## config.mk

```make
export PLATFORM = sky130hd
export DESIGN_NAME = gpc_top
export DESIGN_NICKNAME = d
export VERILOG_FILES = /design/src/verilog/gpc_pkg.sv /design/src/verilog/gpc_pin_cell.sv /design/src/verilog/gpc_top.sv
export SDC_FILE = /design/constraint.sdc
export NUM_CORES = 1
export LEC_CHECK = 0
export ABC_AREA = 1
export BUFFER_PORTS_ARGS = -buffer_cell sky130_fd_sc_hd__buf_2
export CAP_MARGIN = 20
export CORE_UTILIZATION = 45
export DETAILED_ROUTE_END_ITERATION = 10
export PLACE_DENSITY = 0.77
export SLEW_MARGIN = 20
export SYNTH_ARGS = -nofsm -noshare
export SYNTH_HDL_FRONTEND = slang
export SYNTH_SLANG_ARGS = --single-unit
```

## constraint.sdc

```tcl
create_clock -name aclk -period 1.9 [get_ports aclk]
set_input_delay 0.095 -clock aclk [delete_from_list [all_inputs] [get_ports aclk]]
set_output_delay 0.095 -clock aclk [all_outputs]
set_load 0.1 [all_outputs]
```

## src/verilog/gpc_pkg.sv

```systemverilog
// Package for the general-purpose port controller: register map, reset values, field positions.
// Assumes a 32-bit AXI4-Lite slave, one register per aligned word.
package gpc_pkg;
  // Register byte offsets
  localparam logic [7:0] GPC_OFF_C_VAL   = 8'h00;
  localparam logic [7:0] GPC_OFF_C_DIR   = 8'h04;
  localparam logic [7:0] GPC_OFF_C_PIN   = 8'h08;
  localparam logic [7:0] GPC_OFF_G_VAL   = 8'h0c;
  localparam logic [7:0] GPC_OFF_G_DIR   = 8'h10;
  localparam logic [7:0] GPC_OFF_G_PIN   = 8'h14;
  localparam logic [7:0] GPC_OFF_L_VAL   = 8'h18;
  localparam logic [7:0] GPC_OFF_L_DIR   = 8'h1c;
  localparam logic [7:0] GPC_OFF_L_PIN   = 8'h20;
  localparam logic [7:0] GPC_OFF_I_PIN   = 8'h24;
  localparam logic [7:0] GPC_OFF_STATUS  = 8'h28;
  // Reset values
  localparam logic [7:0] GPC_RST_BYTE    = 8'h00;
  // Port G special bit positions
  localparam int GPC_G_HALT_BIT  = 7;
  localparam int GPC_G_IDLE_BIT  = 6;
  localparam int GPC_G_SKPH_BIT  = 6;
  localparam int GPC_G_DLY_BIT   = 7;
  localparam int GPC_G_FAULT_BIT = 1;
  // Mask of port G bits that behave as ordinary I/O
  localparam logic [7:0] GPC_G_IO_MASK   = 8'h3d;
  // Status register bit positions
  localparam int GPC_ST_HALT_BIT = 0;
  localparam int GPC_ST_IDLE_BIT = 1;
  // AXI responses
  localparam logic [1:0] GPC_RESP_OKAY   = 2'b00;
  localparam logic [1:0] GPC_RESP_SLVERR = 2'b10;
endpackage

```

## src/verilog/gpc_pin_cell.sv

```systemverilog
// One 8-bit port pin stage: turns direction and value bits into pin drive.
// Assumes pin inputs are synchronous to aclk.
`timescale 1ns/100ps
module gpc_pin_cell
(
  // Clock
  input  wire logic       aclk,
  // Control
  input  wire logic [7:0] dir,
  input  wire logic [7:0] val,
  // Pin side
  input  wire logic [7:0] pin_i,
  output logic      [7:0] pin_o,
  output logic      [7:0] pin_oe,
  output logic      [7:0] pull_en,
  output logic      [7:0] pin_q
);
  // Push-pull when direction set, pull-up only as input with value one
  assign pin_o   = val;
  assign pin_oe  = dir;
  assign pull_en = ~dir & val;

  // Pin levels registered for read-back, separate from the value register
  always_ff @(posedge aclk)
  begin
    pin_q <= pin_i;
  end
endmodule

```

## src/verilog/gpc_top.sv

```systemverilog
// Port controller top: ports C, G, L and I, port G mode controls, AXI4-Lite registers.
// Assumes one clock aclk at 10 MHz and synchronous pin inputs.
`timescale 1ns/100ps
module gpc_top
  import gpc_pkg::*;
(
  // Clock and reset
  input  wire logic        aclk,
  input  wire logic        aresetn,
  // AXI4-Lite write address
  input  wire logic [7:0]  s_axi_awaddr,
  input  wire logic        s_axi_awvalid,
  output logic             s_axi_awready,
  // AXI4-Lite write data
  input  wire logic [31:0] s_axi_wdata,
  input  wire logic [3:0]  s_axi_wstrb,
  input  wire logic        s_axi_wvalid,
  output logic             s_axi_wready,
  // AXI4-Lite write response
  output logic [1:0]       s_axi_bresp,
  output logic             s_axi_bvalid,
  input  wire logic        s_axi_bready,
  // AXI4-Lite read address
  input  wire logic [7:0]  s_axi_araddr,
  input  wire logic        s_axi_arvalid,
  output logic             s_axi_arready,
  // AXI4-Lite read data
  output logic [31:0]      s_axi_rdata,
  output logic [1:0]       s_axi_rresp,
  output logic             s_axi_rvalid,
  input  wire logic        s_axi_rready,
  // Port C pins
  input  wire logic [7:0]  port_c_i,
  output logic      [7:0]  port_c_o,
  output logic      [7:0]  port_c_oe,
  output logic      [7:0]  port_c_pull,
  // Port G pins
  input  wire logic [7:0]  port_g_i,
  output logic      [7:0]  port_g_o,
  output logic      [7:0]  port_g_oe,
  output logic      [7:0]  port_g_pull,
  // Port L pins
  input  wire logic [7:0]  port_l_i,
  output logic      [7:0]  port_l_o,
  output logic      [7:0]  port_l_oe,
  output logic      [7:0]  port_l_pull,
  // Port I pins, input only
  input  wire logic [7:0]  port_i_i,
  // Option strap and system side
  input  wire logic        rc_osc_option,
  input  wire logic        osc_clock,
  input  wire logic        supervisor_fault,
  input  wire logic        halt_exit,
  input  wire logic        idle_exit,
  output logic             halt_req,
  output logic             idle_req,
  output logic             halt_wake,
  output logic             serial_clock_alt_phase,
  output logic             halt_exit_delay_enable,
  // Alternate functions seen by peripherals
  output logic [7:0]       multi_pin_wakeup,
  output logic             serial_port_ext_clock,
  output logic             serial_port_receive,
  input  wire logic        serial_port_transmit,
  output logic             timer2_input_a,
  output logic             timer2_input_b,
  output logic             timer3_input_a,
  output logic             timer3_input_b,
  output logic             serial_data_in,
  output logic             serial_shift_clock,
  output logic             serial_data_out_pin,
  output logic             timer1_io_pin,
  output logic             timer1_capture_pin,
  output logic             external_interrupt_pin,
  output logic [2:0]       comparator1_pins,
  output logic [2:0]       comparator2_pins
);
  // Control registers
  logic [7:0] c_val_q, c_dir_q, g_val_q, g_dir_q, l_val_q, l_dir_q;
  logic       halt_q, idle_q, g7_prev_q;
  logic [7:0] c_pin, g_pin, l_pin, i_pin_q;
  logic [7:0] g_o_raw, g_oe_raw, g_pull_raw;
  // Bus state
  logic       aw_held_q, w_held_q, bvalid_q, rvalid_q;
  logic [7:0] awaddr_q;
  logic [31:0] wdata_q, rdata_q;
  logic [3:0] wstrb_q;
  logic [1:0] bresp_q, rresp_q;

  // Word-aligned offset decode shared by reads and writes
  function automatic logic mapped(input logic [7:0] a);
    mapped = (a[1:0] == 2'b00) && (a <= GPC_OFF_STATUS);
  endfunction

  // Write path: address and data accepted independently, in either order
  wire do_write = aw_held_q && w_held_q && !bvalid_q;
  wire wr_en    = do_write && wstrb_q[0];
  wire wr_c_val = wr_en && awaddr_q == GPC_OFF_C_VAL;
  wire wr_c_dir = wr_en && awaddr_q == GPC_OFF_C_DIR;
  wire wr_g_val = wr_en && awaddr_q == GPC_OFF_G_VAL;
  wire wr_g_dir = wr_en && awaddr_q == GPC_OFF_G_DIR;
  wire wr_l_val = wr_en && awaddr_q == GPC_OFF_L_VAL;
  wire wr_l_dir = wr_en && awaddr_q == GPC_OFF_L_DIR;
  wire [7:0] wbyte = wdata_q[7:0];
  assign s_axi_awready = !aw_held_q && !bvalid_q;
  assign s_axi_wready  = !w_held_q && !bvalid_q;
  assign s_axi_bvalid  = bvalid_q;
  assign s_axi_bresp   = bresp_q;

  // Bus handshake registers; one write in flight at a time
  always_ff @(posedge aclk)
  begin
    if (!aresetn)
    begin
      aw_held_q <= 1'b0;
      w_held_q  <= 1'b0;
      bvalid_q  <= 1'b0;
      bresp_q   <= GPC_RESP_OKAY;
      awaddr_q  <= 8'h00;
      wdata_q   <= 32'h0000_0000;
      wstrb_q   <= 4'h0;
    end
    else
    begin
      if (s_axi_awvalid && s_axi_awready)
      begin
        aw_held_q <= 1'b1;
        awaddr_q  <= s_axi_awaddr;
      end
      if (s_axi_wvalid && s_axi_wready)
      begin
        w_held_q <= 1'b1;
        wdata_q  <= s_axi_wdata;
        wstrb_q  <= s_axi_wstrb;
      end
      if (do_write)
      begin
        aw_held_q <= 1'b0;
        w_held_q  <= 1'b0;
        bvalid_q  <= 1'b1;
        bresp_q   <= mapped(awaddr_q) ? GPC_RESP_OKAY : GPC_RESP_SLVERR;
      end
      else if (bvalid_q && s_axi_bready)
        bvalid_q <= 1'b0;
    end
  end

  // Direction and value registers cleared so pins start high impedance, all but G1 and, without the RC option, G7
  always_ff @(posedge aclk)
  begin
    if (!aresetn)
    begin
      c_val_q <= GPC_RST_BYTE;
      c_dir_q <= GPC_RST_BYTE;
      g_val_q <= GPC_RST_BYTE;
      g_dir_q <= GPC_RST_BYTE;
      l_val_q <= GPC_RST_BYTE;
      l_dir_q <= GPC_RST_BYTE;
    end
    else
    begin
      if (wr_c_val) c_val_q <= wbyte;
      if (wr_c_dir) c_dir_q <= wbyte;
      if (wr_g_val) g_val_q <= wbyte;
      if (wr_g_dir) g_dir_q <= wbyte;
      if (wr_l_val) l_val_q <= wbyte;
      if (wr_l_dir) l_dir_q <= wbyte;
    end
  end

  // G7 rising edge is the halt wake only with the RC option
  wire g7_rise = rc_osc_option && port_g_i[GPC_G_HALT_BIT] && !g7_prev_q;
  assign halt_wake = g7_rise;

  // Halt held until halt_exit or a G7 wake, idle until idle_exit; a write setting wins over exit
  always_ff @(posedge aclk)
  begin
    if (!aresetn)
    begin
      halt_q    <= 1'b0;
      idle_q    <= 1'b0;
      g7_prev_q <= 1'b1;               // Seen high: a pin held high gives no false wake
      i_pin_q   <= 8'h00;
    end
    else
    begin
      g7_prev_q <= port_g_i[GPC_G_HALT_BIT];
      i_pin_q   <= port_i_i;
      if (wr_g_val && wbyte[GPC_G_HALT_BIT])
        halt_q <= 1'b1;
      else if (halt_exit || g7_rise)
        halt_q <= 1'b0;
      if (wr_g_val && wbyte[GPC_G_IDLE_BIT])
        idle_q <= 1'b1;
      else if (idle_exit)
        idle_q <= 1'b0;
    end
  end
  assign halt_req = halt_q;
  assign idle_req = idle_q;
  assign serial_clock_alt_phase = g_dir_q[GPC_G_SKPH_BIT];
  assign halt_exit_delay_enable = rc_osc_option && g_dir_q[GPC_G_DLY_BIT];

  // Pin stages for the three bidirectional ports
  gpc_pin_cell u_port_c
  (
    .aclk    (aclk),
    .dir     (c_dir_q),
    .val     (c_val_q),
    .pin_i   (port_c_i),
    .pin_o   (port_c_o),
    .pin_oe  (port_c_oe),
    .pull_en (port_c_pull),
    .pin_q   (c_pin)
  );
  gpc_pin_cell u_port_g
  (
    .aclk    (aclk),
    .dir     (g_dir_q),
    .val     (g_val_q),
    .pin_i   (port_g_i),
    .pin_o   (g_o_raw),
    .pin_oe  (g_oe_raw),
    .pull_en (g_pull_raw),
    .pin_q   (g_pin)
  );
  gpc_pin_cell u_port_l
  (
    .aclk    (aclk),
    .dir     (l_dir_q),
    .val     (l_val_q),
    .pin_i   (port_l_i),
    .pin_o   (port_l_o),
    .pin_oe  (port_l_oe),
    .pull_en (port_l_pull),
    .pin_q   (l_pin)
  );

  // Port G: only bits 0,2-5 are configurable; G1 fault, G6 input, G7 clock or input
  wire g7_drive = !rc_osc_option;
  assign port_g_o    = {osc_clock, 1'b0, g_o_raw[5:2], supervisor_fault, g_o_raw[0]};
  assign port_g_oe   = {g7_drive, 1'b0, g_oe_raw[5:2], 1'b1, g_oe_raw[0]};
  assign port_g_pull = g_pull_raw & GPC_G_IO_MASK;

  // Alternate functions of ports G, L and I
  assign multi_pin_wakeup       = l_pin;
  assign serial_port_ext_clock  = l_pin[1];
  assign serial_port_receive    = l_pin[3];
  assign timer2_input_a         = l_pin[4];
  assign timer2_input_b         = l_pin[5];
  assign timer3_input_a         = l_pin[6];
  assign timer3_input_b         = l_pin[7];
  assign serial_data_in         = g_pin[6];
  assign serial_shift_clock     = g_pin[5];
  assign serial_data_out_pin    = g_o_raw[4];
  assign timer1_io_pin          = g_pin[3];
  assign timer1_capture_pin     = g_pin[2];
  assign external_interrupt_pin = g_pin[0];
  assign comparator1_pins       = i_pin_q[3:1];
  assign comparator2_pins       = i_pin_q[6:4];

  // Read data mux; floating pins of small packages pass through unmasked
  wire [7:0] g_val_rd = g_val_q & 8'h3f;
  wire [7:0] rd_byte =
      (s_axi_araddr == GPC_OFF_C_VAL)  ? c_val_q  :
      (s_axi_araddr == GPC_OFF_C_DIR)  ? c_dir_q  :
      (s_axi_araddr == GPC_OFF_C_PIN)  ? c_pin    :
      (s_axi_araddr == GPC_OFF_G_VAL)  ? g_val_rd :
      (s_axi_araddr == GPC_OFF_G_DIR)  ? g_dir_q  :
      (s_axi_araddr == GPC_OFF_G_PIN)  ? g_pin    :
      (s_axi_araddr == GPC_OFF_L_VAL)  ? l_val_q  :
      (s_axi_araddr == GPC_OFF_L_DIR)  ? l_dir_q  :
      (s_axi_araddr == GPC_OFF_L_PIN)  ? l_pin    :
      (s_axi_araddr == GPC_OFF_I_PIN)  ? i_pin_q  :
      (s_axi_araddr == GPC_OFF_STATUS) ? {6'h00, idle_q, halt_q} : 8'h00;
  assign s_axi_arready = !rvalid_q;
  assign s_axi_rvalid  = rvalid_q;
  assign s_axi_rdata   = rdata_q;
  assign s_axi_rresp   = rresp_q;

  // Read channel: answer one cycle after address
  always_ff @(posedge aclk)
  begin
    if (!aresetn)
    begin
      rvalid_q <= 1'b0;
      rdata_q  <= 32'h0000_0000;
      rresp_q  <= GPC_RESP_OKAY;
    end
    else if (s_axi_arvalid && s_axi_arready)
    begin
      rvalid_q <= 1'b1;
      rdata_q  <= {24'h00_0000, rd_byte};
      rresp_q  <= mapped(s_axi_araddr) ? GPC_RESP_OKAY : GPC_RESP_SLVERR;
    end
    else if (rvalid_q && s_axi_rready)
      rvalid_q <= 1'b0;
  end

  // Assertions
  AST_RESET_HIZ: assert property (@(posedge aclk) !aresetn |=> port_c_oe == 8'h00 && port_l_oe == 8'h00)
    else $error("pins not high impedance after reset");
  AST_MODE_PULL: assert property (@(posedge aclk) disable iff (!aresetn)
    port_l_pull == (~l_dir_q & l_val_q) && port_l_oe == l_dir_q)
    else $error("pin mode mismatch");
  AST_DIR_WRITE: assert property (@(posedge aclk) disable iff (!aresetn)
    wr_c_dir |=> c_dir_q == $past(wbyte))
    else $error("direction write lost");
  AST_PIN_READ: assert property (@(posedge aclk) disable iff (!aresetn)
    ##1 g_pin == $past(port_g_i))
    else $error("pin read not current");
  AST_HALT: assert property (@(posedge aclk) disable iff (!aresetn)
    wr_g_val && wbyte[7] |=> halt_req)
    else $error("halt not entered");
  AST_IDLE: assert property (@(posedge aclk) disable iff (!aresetn)
    wr_g_val && wbyte[6] |=> idle_req)
    else $error("idle not entered");
  AST_SK_PHASE: assert property (@(posedge aclk) disable iff (!aresetn)
    serial_clock_alt_phase == g_dir_q[6])
    else $error("phase bit mismatch");
  AST_DLY: assert property (@(posedge aclk) disable iff (!aresetn)
    halt_exit_delay_enable |-> rc_osc_option && g_dir_q[7])
    else $error("delay enable wrong");
  AST_G_RDZERO: assert property (@(posedge aclk) disable iff (!aresetn)
    rvalid_q && $past(s_axi_araddr) == GPC_OFF_G_VAL && $rose(rvalid_q) |-> rdata_q[7:6] == 2'b00)
    else $error("mode bits read nonzero");
  AST_WAKE: assert property (@(posedge aclk) disable iff (!aresetn)
    halt_q && g7_rise && !(wr_g_val && wbyte[7]) |=> !halt_q)
    else $error("G7 rise did not wake");
  AST_G1_OUT: assert property (@(posedge aclk) disable iff (!aresetn)
    port_g_oe[1] && port_g_o[1] == supervisor_fault && !port_g_oe[6])
    else $error("fixed G pins wrong");
endmodule

```

==> flow_summary.json, run 1 <==
{
  "status": "complete, no violations",
  "layout_common_cells": "176 x buf_2, 109 x dfxtp_1, 87 x a21oi_1",
  "hold_path_class": "input port to flip-flop",
  "drive_above_1_share_pct": 32.2,
  "antenna_left": 0,
  "cts_inserted_buffers": 9,
  "cts_tree": "yes",
  "worst_pin_slew_ns": 0.516,
  "placementRows": 38,
  "place_congestion": 0.876,
  "fillCellCount": 966,
  "endpoint_kind": "flip-flop",
  "ioPinCount": 241,
  "seq_area_frac_synth_pct": 44.3,
  "multi_input_comb_area_um2": 2220,
  "vdd_drop_max_mv": 0.498,
  "netlist_instances": 648,
  "final-seq-area_um2": 2250,
  "die_h_um": 108,
  "synth_seq_cells": 112,
  "slowest_stage": "dfxtp_2",
  "dr.pass1.iters": 7,
  "remaining_drc_errors": 0,
  "slowest_delay_ns": 0.37,
  "setup_violations": 0,
  "worst-path-max-fanout": 7,
  "dpl.hpwl_um": 10300,
  "clock_path_buffers": 2,
  "layout_commonest_cell": "buf_2",
  "r2r_slack_ns": 0.12,
  "grt_max_degree": 38,
  "fin_crit_sh_pct": 93.5,
  "pwr_density_cell_nw_per_um2": 740,
  "core_area_um2": 10900,
  "cap_viol_max_count": 0,
  "grt_overflow": 0,
  "yosysWarnings": 0,
  "syn_area_per_cell_um2": 7.80,
  "wire_per_inst_um": 14.8,
  "synthToLayoutAreaGrowth_pct": 31.8,
  "hold_slack_ns": 0.00726,
  "vias": 4924,
  "clock-sinks": 112,
  "initial_utilization_pct": 46.4,
  "die_area_um2": 11700,
  "maxSlewHeadroom_pct": 65.8,
  "nNetsFinal": 951,
  "hold_viol_final": 0,
  "netlist_area_um2": 5060,
  "root_buffer": "clkbuf_8",
  "viasPerCell": 4.93,
  "routed_wl_um": 14700,
  "finalMaxSlewViolations": 0,
  "die_w_um": 108,
  "p_leak_nw": 3.22,
  "cp.arrival_ns": 2.10,
  "path_class": "flip-flop to flip-flop",
  "start_kind": "flip-flop",
  "h-tree-depth": 3,
  "fin_skew_ns": 0.0143,
  "portBuffers": 176,
  "path_clk_slew_ns": 0.11,
  "period_needed_ns": 1.78,
  "grt_pass1_wl_um": 21700,
  "cp.required_ns": 2.22,
  "diodes": 0,
  "clock.fmax_mhz": 563,
  "clk_latency_ns": 0.38,
  "totalPowerFinal_mw": 4.93,
  "synth.distinct_cells": 36,
  "initialDrtViolationCount": 488,
  "grt_pass1_vias": 4325,
  "crit_path_cell_trace": "inv_1 -> nor3_4 -> nand2_4 -> nor4_4 -> inv_2 -> nor2_8 -> clkbuf_4 -> o21ai_0 -> a21oi_1",
  "utilization_pct": 61.2,
  "grt_use_total_pct": 24.4,
  "antenna_found_initial": 0
}
## metal layers
layer  vias to the layer above  wire (um)  global-route usage [%]
li1                       2422          -                       -
met1                      2227       6070                    29.2
met2                       236       7220                    43.0
met3                        39        991                    5.30
met4                         0        464                    8.61
met5                         -          0                       0
## where the power goes
part | total [mW] | internal (mW) | switching [mW]
registers | 2.48 | 2.43 | 0.0526
clock network | 1.34 | 0.502 | 0.838
logic | 1.11 | 0.224 | 0.885
## logic make-up (layout without fill, tap and decap cells)
group	count (synthesis)	in the layout	synth area share, %
and+or+nand+nor	211	211	21.2
AOI/OAI and AO/OA	163	163	17.1
buffers and inverters	160	341	17.2
DFF	112	112	44.3
other	2	32	0.149
## cell type report
cell class / instances / area share, %
Sequential cell: 112 / 33.7
Multi-Input combinational cell: 406 / 33.3
Timing Repair Buffer: 242 / 22.9
Inverter: 83 / 4.73
Tap cell: 140 / 2.63
Clock buffer: 10 / 1.92
Clock inverter: 6 / 0.807
## timing repair
action | CTS | global route
hold buffers | 49 | 0
endpoints found under the setup margin | 0 | 14
gates resized for setup | 0 | 2
setup buffers | 0 | 7
endpoints found under the hold margin | 49 | 0
## registers in the layout (all words and copies together), names as in the netlist, 8 cells and up
signal,flops
u_port_l.pin_q,8
i_pin_q,8
u_port_c.pin_q,8
g_dir_q,8
u_port_g.pin_q,8
l_dir_q,8
c_dir_q,8
wdata_q,8
c_val_q,8
s_axi_rdata,8
l_val_q,8
awaddr_q,8
## synth_stat cells
master	number	area share (%)
dfxtp_1	112	44
a21oi_1	87	8.6
nand2_1	85	6.3
inv_1	76	5.6
o21ai_0	62	6.1
buf_4	59	8.8
nor2_1	53	3.9
nand3_1	28	2.8
nand4_1	13	1.6
clkbuf_1	11	0.82
inv_2	7	0.52
nor2_2	7	0.87
a21oi_2	6	1.0
nand2_2	4	0.49
nor2_4	4	0.89
o21ai_2	4	0.69
buf_6	3	0.67
nor3b_1	3	0.45
buf_8	2	0.59
conb_1	2	0.15
nor2_8	2	0.79
nor3_1	2	0.20
nor4_4	2	0.84
o211ai_1	2	0.30
a41oi_1	1	0.17
buf_1	1	0.074
buf_2	1	0.099
nand2_4	1	0.22
nand3_2	1	0.20
nand3_4	1	0.35
nor3_2	1	0.20
nor3_4	1	0.32
nor3b_4	1	0.37
nor4_2	1	0.25
o21a_1	1	0.15
or3b_2	1	0.17
## through the flow
stage                     worst slack (ns)  setup TNS [ns]  instance area (um2)  cells
after floorplan                    0.00423               0                 5340    678
after global placement               0.273               0                 5930    927
after detailed placement             0.183               0                 5930    927
after CTS                            0.106               0                 6600    992
after global routing               -0.0381         -0.0747                 6660    999
final                                0.124               0                 6660    999
## critical path, delay by kind of cell, from the launching register on
family          cells  cell delay, ns
compound gates      2            0.22
flops               1            0.37
buf+inv             3            0.42
simple gates        4            0.70
## path summary, 6_finish.rpt
path	startpoint	to	depth (start not counted)
max reg2reg	aw_held_q	g_val_q[0]	9
min reg2reg	s_axi_rdata[1]	s_axi_rdata[1]	2
min	s_axi_wdata[3]	wdata_q[3]	3
max	aw_held_q	g_val_q[0]	9
(Power assumes the default switching activity.)
==> run 2, diff against run 1 <==
--- a/config.mk
+++ b/config.mk
@@ -8,9 +8,9 @@
 export ABC_AREA = 1
 export BUFFER_PORTS_ARGS = -buffer_cell sky130_fd_sc_hd__buf_2
 export CAP_MARGIN = 20
-export CORE_UTILIZATION = 45
+export CORE_UTILIZATION = 40
 export DETAILED_ROUTE_END_ITERATION = 10
-export PLACE_DENSITY = 0.77
+export PLACE_DENSITY = 0.7
 export SLEW_MARGIN = 20
 export SYNTH_ARGS = -nofsm -noshare
 export SYNTH_HDL_FRONTEND = slang
==> run 2 against run 1 <==
Net effect:
- cell count rose by 1.4%
- sequential power about the same
- sequential share of layout area hardly changed
- fmax increased by 3.3%
- core utilization is 6.5 points lower
- routed wire length decreased by 1.2%
- largest cell class unchanged
- highest routed layer unchanged
==> flow_summary.json, run 2 (synthesized netlist as in run 1, its figures left out) <==
{
  "status": "complete, no violations",
  "die_area_um2": 13100,
  "setup_violations": 0,
  "setup_ws_ns": 0.181,
  "h-tree-depth": 3,
  "period_needed_ns": 1.72,
  "grt_use_total_pct": 22.3,
  "fin_crit_sh_pct": 90.5,
  "path_clk_slew_ns": 0.08,
  "portBuffers": 176,
  "dpl.hpwl_um": 10700,
  "sequentialPowerShare_pct": 46.0,
  "grt_pass1_wl_um": 22200,
  "setup_tns_ns": 0,
  "worst-path-max-fanout": 8,
  "totalPowerFinal_mw": 5.39,
  "hold_viol_final": 0,
  "antenna_found_initial": 0,
  "placementRows": 40,
  "path_class": "flip-flop to flip-flop",
  "hold_depth": 3,
  "reg2reg_depth": 9,
  "rsz0062_at_grt": "false",
  "clock_path_buffers": 2,
  "cap_viol_max_count": 0,
  "worst_pin_slew_ns": 0.520,
  "post_cts_resized": 0,
  "wire_per_inst_um": 14.4,
  "start_kind": "flip-flop",
  "viasPerCell": 4.72,
  "clock.fmax_mhz": 582,
  "grt_overflow": 0,
  "cp.arrival_ns": 2.01,
  "routed_wl_um": 14600,
  "p_sw_mw": 1.82,
  "layout_common_cells": "176 x buf_2, 110 x dfxtp_1, 87 x a21oi_1",
  "drive_above_1_share_pct": 32.3,
  "clk_latency_ns": 0.35,
  "pwr_density_cell_nw_per_um2": 810,
  "cts_inserted_buffers": 9,
  "endpoint_kind": "flip-flop",
  "place_ws_ns": 0.219,
  "die_w_um": 114,
  "grt_pass1_vias": 4268,
  "grt_max_degree": 47,
  "initial_utilization_pct": 41.6,
  "nNetsFinal": 937,
  "p_clk_share_pct": 33.8,
  "finalMaxSlewViolations": 0,
  "layout_commonest_cell": "buf_2",
  "diodes": 0,
  "hold_path_class": "input port to flip-flop",
  "maxSlewHeadroom_pct": 65.5,
  "netSwitchingFraction_pct": 33.8,
  "p_leak_nw": 3.20,
  "place_congestion": 0.854,
  "internal_power_mw": 3.57,
  "ioPinCount": 241,
  "fin_area_um2": 6660,
  "remaining_drc_errors": 0,
  "comb_power_share_pct": 20.2,
  "clock-sinks": 112,
  "dr.pass1.iters": 5,
  "cp.required_ns": 2.19,
  "root_buffer": "clkbuf_16",
  "die_h_um": 114,
  "placed_area_um2": 5960,
  "initialDrtViolationCount": 381,
  "synthToLayoutAreaGrowth_pct": 31.7,
  "vias": 4778,
  "cts_tree": "yes",
  "antenna_left": 0,
  "fin_skew_ns": 0.0106,
  "vdd_drop_max_mv": 0.383,
  "hold_slack_ns": 0.0168,
  "core_area_um2": 12200
}
==> run 2: changes by cell type in the layout (fill, tap and decap cells not counted) <==
| cell | before | now |
|---|---|---|
| clkbuf_8 | 9 | 1 |
| buf_4 | 14 | 12 |
| buf_12 | 2 | 1 |
| dfxtp_1 | 109 | 110 |
| clkinvlp_4 | 1 | 3 |
| clkbuf_16 | 0 | 9 |
| dlygate4sd3_1 | 49 | 39 |
| clkbuf_4 | 1 | 0 |
| dfxtp_2 | 2 | 1 |
| clkinv_4 | 3 | 2 |
| inv_4 | 0 | 1 |
| clkbuf_1 | 1 | 0 |
| inv_8 | 2 | 0 |
==> run 2: worst max-delay path, stage by stage, from the launching register on <==
cell,delay (ns)
dfxtp_1,0.40
inv_2,0.08
nor3_4,0.25
nand2_4,0.13
nor3_2,0.15
inv_2,0.09
nor2_4,0.19
buf_4,0.17
o21ai_0,0.08
a21oi_1,0.11
==> run 2: worst paths after layout <==
path,to,start,slack (ns)
hold / removal,wdata_q[4],s_axi_wdata[4],0.02
setup reg to reg,c_val_q[4],w_held_q,0.18
hold reg to reg,s_axi_rdata[0],s_axi_rdata[0],0.47
setup / recovery,c_val_q[4],w_held_q,0.18
==> run 2: final cells by class <==
cell class	instances	area [um2]
clock buffers	10	239
clock inverters	6	43.8
fillers	1167	5510
inverters	83	315
multi-input cells	406	2220
flip-flops and latches	112	2250
well taps	168	210
repair buffers	228	1380
==> run 2: layer usage <==
metal  global-route usage, %  wire, um  share of wire, %  vias up
met3                    3.97       831               5.7       16
met2                    38.4      7020                48      198
li1                        -         -                 -     2402
met4                    7.71       227               1.6        0
met1                    28.1      6500                45     2162
met5                       0         0                 0        -
==> run 2: through the flow <==
step | cells | util (%)
final | 1013 | 54.7
after global routing | 1013 | 54.7
after CTS | 1010 | 54.5
after detailed placement | 955 | 49.0
after global placement | 955 | 49.0
after floorplan | 678 | -
==> run 2: power by group through the flow <==
stage / clock, mW / combinational (mW) / sequential [mW]
after floorplan: 0 / 0.777 / 2.68
after global placement: 0 / 1.02 / 2.53
after detailed placement: 0 / 1.02 / 2.54
after CTS: 1.85 / 1.09 / 2.48
after global routing: 1.93 / 1.15 / 2.49
final: 1.82 / 1.09 / 2.48
==> run 2: repair_timing <==
action | in CTS | in global routing
setup endpoints to repair | 0 | 1
hold buffers | 39 | 0
setup buffers | 0 | 3
endpoints found under the hold margin | 40 | 0
==> run 3, diff against run 2 <==
--- a/config.mk
+++ b/config.mk
@@ -10,8 +10,9 @@
 export CAP_MARGIN = 20
 export CORE_UTILIZATION = 40
 export DETAILED_ROUTE_END_ITERATION = 10
-export PLACE_DENSITY = 0.7
+export PLACE_DENSITY = 0.71
 export SLEW_MARGIN = 20
 export SYNTH_ARGS = -nofsm -noshare
 export SYNTH_HDL_FRONTEND = slang
+export SYNTH_HIERARCHICAL = 1
 export SYNTH_SLANG_ARGS = --single-unit
==> constraint.sdc (replaced) <==
create_clock -name aclk -period 1.4 [get_ports aclk]
set_input_delay 0.07 -clock aclk [delete_from_list [all_inputs] [get_ports aclk]]
set_output_delay 0.07 -clock aclk [all_outputs]
set_load 0.1 [all_outputs]
==> run 3 against run 2 <==
Net effect:
- the run now ends with negative setup slack left
- clock power grew 40%
- critical path depth is the same
- combinational power grew 60%
- total power grew 42%
- area after synthesis grew 5.3%
- via count grew 8.8%
- clock skew shrank 0.0029 ns
- count of clock-buffer cells in the layout is the same
- highest routed layer unchanged
==> flow_summary.json, run 3 <==
{
  "h-tree-depth": 3,
  "hold_viol_final": 0,
  "initial_utilization_pct": 41.5,
  "comb_power_share_pct": 22.7,
  "layout_common_cells": "145 x buf_2, 101 x nand2_1, 97 x dfxtp_1",
  "routed_wl_um": 16600,
  "setup_violations": 18,
  "worst_pin_slew_ns": 0.524,
  "grt_max_degree": 34,
  "sequentialPowerShare_pct": 44.1,
  "use_met3_pct": 6.13,
  "grt_pass1_vias": 4995,
  "status": "complete, but fails checks",
  "utilization_pct": 59.6,
  "diodes": 0,
  "start_kind": "flip-flop",
  "finalMaxSlewViolations": 0,
  "path_class": "flip-flop to flip-flop",
  "fin_crit_sh_pct": 108,
  "grt_pass1_wl_um": 26200,
  "grt_use_total_pct": 24.3,
  "portBuffers": 176,
  "pwr_density_cell_nw_per_um2": 1000,
  "die_area_um2": 13800,
  "die_h_um": 117,
  "antenna_left": 0,
  "clock.fmax_mhz": 663,
  "endpoint_kind": "flip-flop",
  "vdd_drop_max_mv": 0.556,
  "dpl.hpwl_um": 11400,
  "die_w_um": 117,
  "ioPinCount": 241,
  "drive_above_1_share_pct": 42.7,
  "setup_ws_ns": -0.108,
  "placementRows": 41,
  "synthToLayoutAreaGrowth_pct": 43.6,
  "nNetsFinal": 1013,
  "internal_power_mw": 5.04,
  "cts_inserted_buffers": 9,
  "grt.busiest_layer": "met2",
  "maxSlewHeadroom_pct": 65.3,
  "clock-sinks": 112,
  "dr.pass1.iters": 5,
  "p_clk_share_pct": 33.2,
  "cp.arrival_ns": 1.80,
  "period_needed_ns": 1.51,
  "hold_slack_ns": 0.0378,
  "initialDrtViolationCount": 329,
  "yosysWarnings": 6,
  "path_clk_slew_ns": 0.08,
  "p_sw_mw": 2.63,
  "layout_commonest_cell": "buf_2",
  "fin_skew_ns": 0.00770,
  "p_leak_nw": 3.54,
  "clock_path_buffers": 2,
  "vias": 5198,
  "core_area_um2": 12800,
  "netlist_instances": 699,
  "place_congestion": 0.928,
  "cts_tree": "yes",
  "viasPerCell": 4.76,
  "syn_area_per_cell_um2": 7.62,
  "grt_overflow": 0,
  "wire_per_inst_um": 15.1,
  "met1_usage_pct": 29.9,
  "rsz0062_at_grt": "true",
  "hold_path_class": "input port to flip-flop",
  "netlist_area_um2": 5330,
  "worst-path-max-fanout": 8,
  "violations": "negative setup slack",
  "cp.required_ns": 1.69,
  "use_met2_pct": 40.6,
  "antenna_found_initial": 0,
  "netSwitchingFraction_pct": 34.3,
  "root_buffer": "clkbuf_16",
  "fillCellCount": 1127,
  "remaining_drc_errors": 0,
  "cap_viol_max_count": 0,
  "clk_latency_ns": 0.35
}
## run 3: final timing paths
kind | start | endpoint | slack, ns | depth (start not counted)
worst max-delay path | awaddr_q[7] | c_dir_q[1] | -0.11 | 9
worst min-delay path | s_axi_wvalid | wstrb_q[0] | 0.04 | 3
worst max register to register | awaddr_q[7] | c_dir_q[1] | -0.11 | 9
worst min register to register | s_axi_rdata[7] | s_axi_rdata[7] | 0.46 | 2
## run 3: per-layer routing
metal	wire length [um]	vias to the layer above
li1	-	2570
met1	6840	2371
met2	8250	230
met3	1110	27
met4	358	0
met5	0	-
## run 3: power by group through the flow
| stage | registers [mW] | logic [mW] | clock network [mW] |
|---|---|---|---|
| 6_report | 3.38 | 1.74 | 2.55 |
| 2_1_floorplan | 3.65 | 1.12 | 0 |
| 3_5_place_dp | 3.44 | 1.56 | 0 |
| 5_1_grt | 3.39 | 1.83 | 2.70 |
| 3_3_place_gp | 3.44 | 1.55 | 0 |
| 4_1_cts | 3.38 | 1.70 | 2.60 |
## run 3: layout make-up
| type | count | area, um2 | area share [%] |
|---|---|---|---|
| multi-input combinational | 431 | 2470 | 32.3 |
| sequential | 112 | 2270 | 29.6 |
| timing repair buffer | 285 | 2100 | 27.4 |
| inverter | 77 | 300 | 3.93 |
| clock buffer | 10 | 239 | 3.13 |
| tap | 172 | 215 | 2.81 |
| clock inverter | 6 | 60.1 | 0.785 |
## run 3: critical path, stage by stage, from the launching register on
cell	delay [ns]
dfxtp_2	0.34
nor2_4	0.12
inv_2	0.05
nor3_2	0.11
inv_2	0.11
nor4_4	0.21
buf_4	0.18
buf_12	0.13
o21ai_2	0.07
a21oi_2	0.13
## run 3: stage by stage
| stage | worst slack (ns) | instances | setup TNS [ns] | total power [mW] | cell area (um2) |
|---|---|---|---|---|---|
| 6_report | -0.108 | 1093 | -0.911 | 7.67 | 7650 |
| 5_1_grt | -0.182 | 1093 | -3.76 | 7.93 | 7650 |
| 3_5_place_dp | -0.107 | 1015 | -2.14 | 5.00 | 6430 |
| 2_1_floorplan | -0.366 | 729 | -7.81 | 4.77 | 5650 |
| 3_3_place_gp | -0.104 | 1015 | -1.02 | 4.99 | 6430 |
| 4_1_cts | -0.0668 | 1090 | -1.21 | 7.68 | 7520 |
## run 3: repair_timing
action | in CTS | in global routing
pin swaps | 15 | 6
cloned | 3 | 1
hold endpoints to repair | 53 | 0
hold buffers | 52 | 0
setup buffers | 4 | 6
resized for setup | 60 | 55
setup endpoints to repair | 56 | 56
